===== src/verilog/laser_cfg.svh =====
// Constants for the laser enable and status logic: register offsets,
// field positions, reset values and timing.
// Assumes a 100 MHz system clock and a byte-addressed 32-bit register bus.
`ifndef LASER_CFG_SVH
`define LASER_CFG_SVH

// ****************************************
// Timing
// ****************************************
`define CLK_FREQ_KHZ 100000
`define START_DELAY_MS 5000

// ****************************************
// Register byte offsets
// ****************************************
`define REG_CTRL 5'h00
`define REG_STATUS 5'h04
`define REG_IRQ_STAT 5'h08
`define REG_IRQ_MASK 5'h0c
`define REG_DELAY_CNT 5'h10

// ****************************************
// Fields and reset values
// ****************************************
`define CTRL_INHIBIT 0
`define CTRL_RST 1'h0
`define IRQ_W 5
`define IRQ_FAULT 0
`define IRQ_ILK_OPEN 1
`define IRQ_READY 2
`define IRQ_EMIT 3
`define IRQ_DELAY_DONE 4
`define IRQ_RST 5'h00

// ****************************************
// Synchronised input positions
// ****************************************
`define IN_W 8
`define IN_SHUT_REQ 0
`define IN_ILK 1
`define IN_RRESET 2
`define IN_SW_OPEN 3
`define IN_KEY_ON 4
`define IN_OVERTEMP 5
`define IN_PWM 6
`define IN_KEY_VAR 7

`endif


===== src/verilog/laser_pkg.sv =====
// Types shared by the laser enable and status logic.
// Assumes nothing beyond a SystemVerilog package scope.
package laser_pkg;

  // Gray codes along off -> wait -> run
  typedef enum logic [1:0]
  {
    ST_OFF = 2'b00,
    ST_WAIT = 2'b01,
    ST_RUN = 2'b11
  } emission_lamp_state_type;

endpackage


===== src/verilog/input_sync.sv =====
// Two-stage synchroniser for a group of asynchronous inputs.
// Assumes the inputs are quasi-static levels relative to the clock.
`timescale 1ns/1ps

module input_sync #(
  parameter int W = 8
) (
  // Clock and reset
  input wire logic clk_i,
  input wire logic rst_n_i,
  // Data
  input wire logic [W-1:0] async_i,
  output logic [W-1:0] sync_o
);

  logic [W-1:0] meta_q;

  // First stage feeds only the second
  always_ff @(posedge clk_i)
  begin
    if (!rst_n_i)
    begin
      meta_q <= '0;
      sync_o <= '0;
    end
    else
    begin
      meta_q <= async_i;
      sync_o <= meta_q;
    end
  end

endmodule


===== src/verilog/laser_enable_status.sv =====
// Enable and status logic behind the laser user I/O connector.
// Assumes isolated pin levels arrive asynchronously and software sits on Avalon-MM.
//
// Notes on behaviour
// - No lasing without shutter open request
// - Keyswitch variant waits five seconds after request
// - Keyswitch variant needs request and switch open
// - Request withdrawn, or switch closed on keyswitch variant, inhibits lasing
// - RF driver needs ready and shutter open
// - Active switch closed only while emitting
// - Fault switch closed during over-temperature
// - Ready switch closed while laser enabled
// - Shutter switch closed when request and open
// - Interlock switch closed while interlock open
// - Five independent status switches
// - No lasing without remote interlock
// - Remote reset holds disabled, release arms
// - Keyswitch variant latches interlock loss
// - OEM variant interlock does not latch
`timescale 1ns/1ps
`include "laser_cfg.svh"

module laser_enable_status
  import laser_pkg::*;
#(
  parameter int unsigned START_DELAY_CYC = `START_DELAY_MS * `CLK_FREQ_KHZ
) (
  // Clock and reset
  input wire logic MCLK_I,
  input wire logic RST_N_I,
  // Isolated connector inputs, active high after the optocouplers
  input wire logic SHUTTER_REQ_I,
  input wire logic INTERLOCK_I,
  input wire logic REMOTE_RESET_I,
  input wire logic PWM_I,
  // Local inputs
  input wire logic SHUTTER_SW_OPEN_I,
  input wire logic KEYSWITCH_ON_I,
  input wire logic OVERTEMP_I,
  input wire logic KEY_VARIANT_I,
  // Status switches, high closes the switch to output common
  output logic EMISSION_LAMP_O,
  output logic THERMAL_LAMP_O,
  output logic READY_SW_O,
  output logic SHUTTER_LAMP_O,
  output logic ILK_OPEN_SW_O,
  // RF driver supply enable
  output logic RF_ENABLE_O,
  // Avalon-MM slave
  input wire logic [4:0] AVS_ADDRESS_I,
  input wire logic AVS_READ_I,
  input wire logic AVS_WRITE_I,
  input wire logic [3:0] AVS_BYTEENABLE_I,
  input wire logic [31:0] AVS_WRITEDATA_I,
  output logic [31:0] AVS_READDATA_O,
  output logic AVS_WAITREQUEST_O,
  // Interrupt
  output logic IRQ_O
);

  // ****************************************
  // Input synchronisation
  // ****************************************
  logic [`IN_W-1:0] pins;
  logic [`IN_W-1:0] in_s;

  assign pins = {KEY_VARIANT_I, PWM_I, OVERTEMP_I, KEYSWITCH_ON_I, SHUTTER_SW_OPEN_I,
    REMOTE_RESET_I, INTERLOCK_I, SHUTTER_REQ_I};

  input_sync #(
    .W(`IN_W)
  ) u_sync (
    .clk_i(MCLK_I),
    .rst_n_i(RST_N_I),
    .async_i(pins),
    .sync_o(in_s)
  );

  logic shut_req, ilk_ok, rreset, sw_open, key_on, overtemp, pwm;

  assign shut_req = in_s[`IN_SHUT_REQ];
  assign ilk_ok = in_s[`IN_ILK];
  assign rreset = in_s[`IN_RRESET];
  assign sw_open = in_s[`IN_SW_OPEN];
  assign key_on = in_s[`IN_KEY_ON];
  assign overtemp = in_s[`IN_OVERTEMP];
  assign pwm = in_s[`IN_PWM];

  // ****************************************
  // Variant strap, caught once after reset release
  // ****************************************
  // The strap passes the synchroniser first, so capture waits for the
  // pipeline to fill rather than reading the raw pin.
  logic [1:0] strap_cnt_q;
  logic key_var_q;

  always_ff @(posedge MCLK_I)
  begin
    if (!RST_N_I)
    begin
      strap_cnt_q <= 2'h0;
      key_var_q <= 1'b0;
    end
    else if (strap_cnt_q != 2'h3)
    begin
      strap_cnt_q <= strap_cnt_q + 2'h1;
      key_var_q <= in_s[`IN_KEY_VAR];
    end
  end

  // ****************************************
  // Arming
  // ****************************************
  logic key_on_q;
  logic rreset_q;
  logic start_evt;
  logic armed_q;
  logic ctrl_inhibit_q;
  logic hold_off;

  always_ff @(posedge MCLK_I)
  begin
    if (!RST_N_I)
    begin
      key_on_q <= 1'b0;
      rreset_q <= 1'b0;
    end
    else
    begin
      key_on_q <= key_on;
      rreset_q <= rreset;
    end
  end

  // Key turned on or remote reset released
  assign start_evt = (key_on & ~key_on_q) | (rreset_q & ~rreset);
  // Conditions that remove the RF supply outright
  assign hold_off = ~ilk_ok | rreset | overtemp | ctrl_inhibit_q;

  // Keyswitch lasers latch any loss and need a fresh start event; OEM
  // lasers follow the interlock directly. A fault also needs a restart
  // on keyswitch lasers, which is how the remote reset clears it.
  // Arming waits for the strap, else a keyswitch laser would arm as OEM.
  always_ff @(posedge MCLK_I)
  begin
    if (!RST_N_I)
      armed_q <= 1'b0;
    else if (strap_cnt_q != 2'h3)
      armed_q <= 1'b0;
    else if (!key_var_q)
      armed_q <= ~hold_off;
    else if (hold_off || !key_on)
      armed_q <= 1'b0;
    else if (start_evt)
      armed_q <= 1'b1;
  end

  // ****************************************
  // Shutter qualification
  // ****************************************
  logic shutter_ok;

  assign shutter_ok = shut_req & (sw_open | ~key_var_q);

  // ****************************************
  // Start delay and lasing state
  // ****************************************
  emission_lamp_state_type state_q;
  logic [31:0] delay_cnt_q;
  logic delay_done;
  logic go;

  assign go = armed_q & shutter_ok;
  assign delay_done = (delay_cnt_q >= START_DELAY_CYC - 32'd1);

  always_ff @(posedge MCLK_I)
  begin
    if (!RST_N_I)
      state_q <= ST_OFF;
    else
      case (state_q)
        ST_OFF:
          if (go)
            state_q <= key_var_q ? ST_WAIT : ST_RUN;
        ST_WAIT:
          if (!go)
            state_q <= ST_OFF;
          else if (delay_done)
            state_q <= ST_RUN;
        ST_RUN:
          if (!go)
            state_q <= ST_OFF;
        default:
          state_q <= ST_OFF;
      endcase
  end

  // Counter only advances while waiting with all conditions met
  always_ff @(posedge MCLK_I)
  begin
    if (!RST_N_I)
      delay_cnt_q <= 32'h0;
    else if (state_q == ST_WAIT && go && !delay_done)
      delay_cnt_q <= delay_cnt_q + 32'h1;
    else if (state_q != ST_WAIT || !go)
      delay_cnt_q <= 32'h0;
  end

  // ****************************************
  // Status switches and RF enable
  // ****************************************
  logic emission_lamp_ok;

  assign emission_lamp_ok = (state_q == ST_RUN) & go;

  // Each switch is its own flop so the five outputs stay independent
  always_ff @(posedge MCLK_I)
  begin
    if (!RST_N_I)
    begin
      READY_SW_O <= 1'b0;
      SHUTTER_LAMP_O <= 1'b0;
      THERMAL_LAMP_O <= 1'b0;
      ILK_OPEN_SW_O <= 1'b0;
      EMISSION_LAMP_O <= 1'b0;
      RF_ENABLE_O <= 1'b0;
    end
    else
    begin
      READY_SW_O <= armed_q & ~hold_off;
      SHUTTER_LAMP_O <= shutter_ok;
      THERMAL_LAMP_O <= overtemp;
      ILK_OPEN_SW_O <= ~ilk_ok;
      EMISSION_LAMP_O <= emission_lamp_ok & pwm;
      // Ready and shutter terms are both inside emission_lamp_ok
      RF_ENABLE_O <= emission_lamp_ok & ~hold_off;
    end
  end

  // ****************************************
  // Events and interrupt
  // ****************************************
  logic [`IRQ_W-1:0] evt;
  logic [`IRQ_W-1:0] evt_lvl_q;
  logic [`IRQ_W-1:0] evt_lvl;
  logic [`IRQ_W-1:0] irq_stat_q;
  logic [`IRQ_W-1:0] irq_mask_q;
  logic [`IRQ_W-1:0] irq_clr;

  always_comb
  begin
    evt_lvl = '0;
    evt_lvl[`IRQ_FAULT] = overtemp;
    evt_lvl[`IRQ_ILK_OPEN] = ~ilk_ok;
    evt_lvl[`IRQ_READY] = armed_q & ~hold_off;
    evt_lvl[`IRQ_EMIT] = emission_lamp_ok;
    evt_lvl[`IRQ_DELAY_DONE] = (state_q == ST_WAIT) & go & delay_done;
  end

  always_ff @(posedge MCLK_I)
  begin
    if (!RST_N_I)
      evt_lvl_q <= '0;
    else
      evt_lvl_q <= evt_lvl;
  end

  // Rising edges only; none while the synchroniser still shows reset levels
  assign evt = (strap_cnt_q == 2'h3) ? (evt_lvl & ~evt_lvl_q) : '0;

  // A new event wins over a clear in the same cycle
  always_ff @(posedge MCLK_I)
  begin
    if (!RST_N_I)
      irq_stat_q <= `IRQ_RST;
    else
      irq_stat_q <= (irq_stat_q & ~irq_clr) | evt;
  end

  always_ff @(posedge MCLK_I)
  begin
    if (!RST_N_I)
      IRQ_O <= 1'b0;
    else
      IRQ_O <= |(irq_stat_q & irq_mask_q);
  end

  // ****************************************
  // Avalon-MM slave
  // ****************************************
  // Every access costs one wait state; waitrequest idles high, drops for
  // one cycle to complete the access, then rises again.
  logic wr_take, wr_lane0;

  function automatic logic hit(input logic [4:0] addr, input logic [4:0] offs);
    hit = (addr[4:2] == offs[4:2]);
  endfunction

  assign wr_take = AVS_WRITE_I & ~AVS_WAITREQUEST_O;
  assign wr_lane0 = wr_take & AVS_BYTEENABLE_I[0];

  always_comb
  begin
    irq_clr = '0;
    if (wr_lane0 && hit(AVS_ADDRESS_I, `REG_IRQ_STAT))
    begin
      irq_clr = AVS_WRITEDATA_I[`IRQ_W-1:0];
    end
  end

  always_ff @(posedge MCLK_I)
  begin
    if (!RST_N_I)
      AVS_WAITREQUEST_O <= 1'b1;
    else
      AVS_WAITREQUEST_O <= ~(AVS_WAITREQUEST_O & (AVS_READ_I | AVS_WRITE_I));
  end

  always_ff @(posedge MCLK_I)
  begin
    if (!RST_N_I)
    begin
      ctrl_inhibit_q <= `CTRL_RST;
      irq_mask_q <= `IRQ_RST;
    end
    else if (wr_lane0 && hit(AVS_ADDRESS_I, `REG_CTRL))
      ctrl_inhibit_q <= AVS_WRITEDATA_I[`CTRL_INHIBIT];
    else if (wr_lane0 && hit(AVS_ADDRESS_I, `REG_IRQ_MASK))
      irq_mask_q <= AVS_WRITEDATA_I[`IRQ_W-1:0];
  end

  // Read data is loaded as waitrequest falls and held until the next read
  always_ff @(posedge MCLK_I)
  begin
    if (!RST_N_I)
      AVS_READDATA_O <= 32'h0;
    else if (AVS_READ_I && AVS_WAITREQUEST_O)
    begin
      if (hit(AVS_ADDRESS_I, `REG_CTRL))
        AVS_READDATA_O <= {31'h0, ctrl_inhibit_q};
      else if (hit(AVS_ADDRESS_I, `REG_STATUS))
        AVS_READDATA_O <= {8'h0, in_s, 4'h0, key_var_q, armed_q, state_q,
          RF_ENABLE_O, 2'h0, ILK_OPEN_SW_O, SHUTTER_LAMP_O, READY_SW_O,
          THERMAL_LAMP_O, EMISSION_LAMP_O};
      else if (hit(AVS_ADDRESS_I, `REG_IRQ_STAT))
        AVS_READDATA_O <= {27'h0, irq_stat_q};
      else if (hit(AVS_ADDRESS_I, `REG_IRQ_MASK))
        AVS_READDATA_O <= {27'h0, irq_mask_q};
      else if (hit(AVS_ADDRESS_I, `REG_DELAY_CNT))
        AVS_READDATA_O <= delay_cnt_q;
      else
        AVS_READDATA_O <= 32'h0;
    end
  end

endmodule


===== config.mk =====
export PLATFORM = sky130hd
export DESIGN_NAME = laser_enable_status
export DESIGN_NICKNAME = d
export VERILOG_FILES = /design/src/verilog/laser_pkg.sv /design/src/verilog/input_sync.sv /design/src/verilog/laser_enable_status.sv
export VERILOG_INCLUDE_DIRS = /design/src /design/src/verilog
export SDC_FILE = /design/constraint.sdc
export NUM_CORES = 1
export LEC_CHECK = 0
export BUFFER_PORTS_ARGS = -buffer_cell sky130_fd_sc_hd__buf_4
export CELL_PAD_IN_SITES_DETAIL_PLACEMENT = 0
export CELL_PAD_IN_SITES_GLOBAL_PLACEMENT = 1
export CORE_AREA = 2 2 114 116
export DETAILED_ROUTE_END_ITERATION = 10
export DIE_AREA = 0 0 116 118
export GPL_ROUTABILITY_DRIVEN = 0
export PLACE_DENSITY_LB_ADDON = 0.1
export RECOVER_POWER = 50
export SYNTH_ARGS = -nofsm -noshare
export SYNTH_HDL_FRONTEND = slang
export SYNTH_SLANG_ARGS = --single-unit

===== constraint.sdc =====
create_clock -name MCLK_I -period 2.7 [get_ports MCLK_I]
set_input_delay 0.135 -clock MCLK_I [delete_from_list [all_inputs] [get_ports MCLK_I]]
set_output_delay 0.135 -clock MCLK_I [all_outputs]
set_load 0.02 [all_outputs]

==> summary.md <==
| Metric | Value |
|---|---|
| Outcome | finished with violations |
| Failing checks | max-capacitance violations, max-slew violations |
| Mapped Cells | 477 |
| First-pass GRT wire length | 19.7 mm |
| FF-to-FF Start | delay_cnt_q[31]$_SDFFE_PN0P_ |
| Synthesized flop and latch total | 109 |
| Synth Area per Inst | 9.55 sq um |
| Die Wd | 116 um |
| Vias/cell | 5.17 |
| Layout cells sized above 1 | 0.134 |
| Initial DRC count | 209 |
| Leakage power | 2.02 nW |
| Post-placement cell count | 706 |
| Starting Density | 0.367 |
| Routed Wire Length | 12.3 mm |
| Longest Clk Path Bufs | 2 |
| Total CTS buffers | 9 |
| Net Count, Synth | 532 |
| Crit path from | delay_cnt_q[31]$_SDFFE_PN0P_ |
| CP endpoint kind | flip-flop |
| Pins over their slew limit | 58 |
| Largest net degree at the start of global routing | 58 |
| Post-Layout Cell Count | 731 |
| RR Endpoint | delay_cnt_q[27]$_SDFFE_PN0P_ |
| CP Class | flip-flop to flip-flop |
| Antenna Violating Nets Remaining | 0 |
| Max frequency | 0.390 GHz |
| Vias in the first global route | 3589 |
| Synth top cells by count | 109 x dfxtp_1, 40 x nor2b_1, 36 x nand2_1 |
| HP Class | input pin to flip-flop |
| Slew @ Worst Pin | 2.06 ns |
| WP data arrival | 2.85 ns |
| CTS Sinks | 109 |
| Chip Height | 118 um |
| Routed via count | 3776 |
| Clk_lat worst skew | 0.35 ns |
| Initial antenna violation count | 0 |
| Area leader, netlist | dfxtp_1 |
| Max FO, Critical Path | 8 |
| Fill count | 1267 |
| RSZ-0062 raised after global routing | false |
| Clock root cell | clkbuf_16 |
| Fin. Hold Viols | 0 |
| Power per Cell Area | 591 nW/um^2 |
| Die area | 13700 sq um |
| Post-CTS Setup Inserts | 0 |
| Core area | 12400 sq um |
| Ys Warns | 0 |
| Synth async-reset ratio | 0 |
| Max rail drop VDD | 0.256 mV |
| Setup violators final | 0 |
| Minimum clock period | 2.56 ns |
| Slew margin rel. | -0.371 |
| Max-Cap Viols | 1 |
| H-tree Lvls | 3 |
| Nets | 609 |
| Port-buffer cells | 60 |
| CP endpoint | delay_cnt_q[27]$_SDFFE_PN0P_ |
| Area grow syn2layout | 22.5% |
| Startpoint Class | flip-flop |
| Clock Skew | 0.00863 ns |
| Final setup TNS | 0 ns |
| WL/cell | 16.8 um |
| N_diodes | 0 |
| Yosys cell types | 57 |
| Top Ports | 93 |
| FF-to-FF setup slack | 0.14 ns |
| Clock-pin slew on the worst setup and hold paths | 0.07 ns |
| Critical Path RT | 2.99 ns |
| GR Overflow Total | 0 |
| Top FF cell, synth | dfxtp_1 |
| Placement row count | 41 |
| Final Cycle Share | 0.949 |
| Yosys top cell area share | 0.479 |
| Cells on worst reg2reg path | 7 |
| Synth area leaders | dfxtp_1 48%, a22oi_1 5.8%, nor2b_1 5.5% |
| HPWL after DPL | 8.69 mm |
| TritonCTS clock tree | done |
| Synthesized area | 4560 sq um |
| Number of synthesized flops with an enable pin | 0 |
| Most frequent cell after synthesis | dfxtp_1 |
| GRT Total Usage | 0.185 |
| Residual DRC | 0 |
| First-pass DRT Iterations | 5 |
| Fraction of the yosys area taken by sequential cells | 0.479 |
[critical path, cell delays in order, from the launching register on]
cell and delay (ns):
dfxtp_1 0.32, or3_4 0.42, or4_4 0.44, a2111oi_4 0.32, buf_4 0.21, o21ai_2 0.14, or4_1 0.50, a21oi_1 0.14
[final cells by class]
class	instances	area (sq um)	share of cell area
inverters	4	15.0	0.00269
flip-flops and latches	109	2180	0.391
repair buffers	96	593	0.106
well taps	172	215	0.0386
clock inverters	7	104	0.0186
multi-input cells	334	2250	0.402
clock buffers	9	225	0.0404
[metrics by stage]
stage	utilization	hold slack [ns]	power (mW)	cell area, sq um	setup WS (ns)
final	0.450	0.0143	3.30	5580	0.136
after global routing	0.450	0.00643	3.42	5580	0.0192
after CTS	0.462	0.000418	3.35	5730	0.0315
after detailed placement	0.428	0.346	1.86	5310	0.0467
after global placement	0.428	0.344	1.86	5310	0.0581
after floorplan	-	0.251	1.79	4560	0.121
[kinds of logic after synthesis]
kind of cell    count (synthesis)  synth area share
simple gates                  191             0.236
compound gates                118             0.203
flops                         109             0.479
buf+inv                        34            0.0283
mux                            13            0.0288
xor+xnor                       10            0.0192
fa+ha+maj                       2           0.00549
[placed cells by master (no fill, tap or decap), types with 7 or more instances in the layout]
cell,Yosys,routed
clkbuf_16,0,9
nor2_1,26,26
nand2_1,36,36
mux2i_1,12,12
buf_4,0,39
o211ai_1,8,8
a21oi_1,15,15
nor2b_1,40,40
dlygate4sd3_1,0,9
a22o_1,13,13
and2_1,28,21
nand3_1,12,12
xor2_1,8,8
clkbuf_1,27,41
o21ai_0,7,7
a22oi_1,35,35
or4_1,11,11
and2_0,0,7
dfxtp_1,109,109
[registers in the layout, summed over array words and instances (netlist names), 2 cells and up]
register        flops
u_sync.sync_o       8
u_sync.meta_q       8
delay_cnt_q        32
irq_stat_q          5
irq_mask_q          5
evt_lvl_q           5
strap_cnt_q         2
state_q             2
AVS_READDATA_O     32
[where the power goes]
group          switching (mW)  total, mW  internal, mW
Sequential             0.0216       1.66          1.64
Clock                   0.643       1.47         0.827
Combinational          0.0925      0.172        0.0794
[how the worst min path moves through the flow]
stage,from,cells past startpoint,to
after detailed placement,KEYSWITCH_ON_I,2,u_sync.meta_q[4]$_SDFF_PN0_
after global placement,SHUTTER_REQ_I,2,u_sync.meta_q[0]$_SDFF_PN0_
after CTS,AVS_WRITE_I,2,AVS_WAITREQUEST_O$_SDFF_PN1_
after floorplan,AVS_READ_I,1,AVS_WAITREQUEST_O$_SDFF_PN1_
after global routing,AVS_WRITE_I,2,AVS_WAITREQUEST_O$_SDFF_PN1_
final,AVS_WRITE_I,2,AVS_WAITREQUEST_O$_SDFF_PN1_
[metal layers]
metal	vias to the layer above	wire, um	global-route usage	share of wire
met4	0	196	0.0499	0.016
li1	1902	-	-	-
met5	-	0	0	0
met2	78	5050	0.264	0.41
met3	13	446	0.0417	0.036
met1	1783	6550	0.277	0.53
[timing repair]
action / 4_1_cts / 5_1_grt
endpoints found under the setup margin: 0 / 3
hold endpoints to repair: 9 / 0
resized for setup: 0 / 1
hold buffers: 9 / 0
Note: power is estimated with default switching activity, not from simulation.
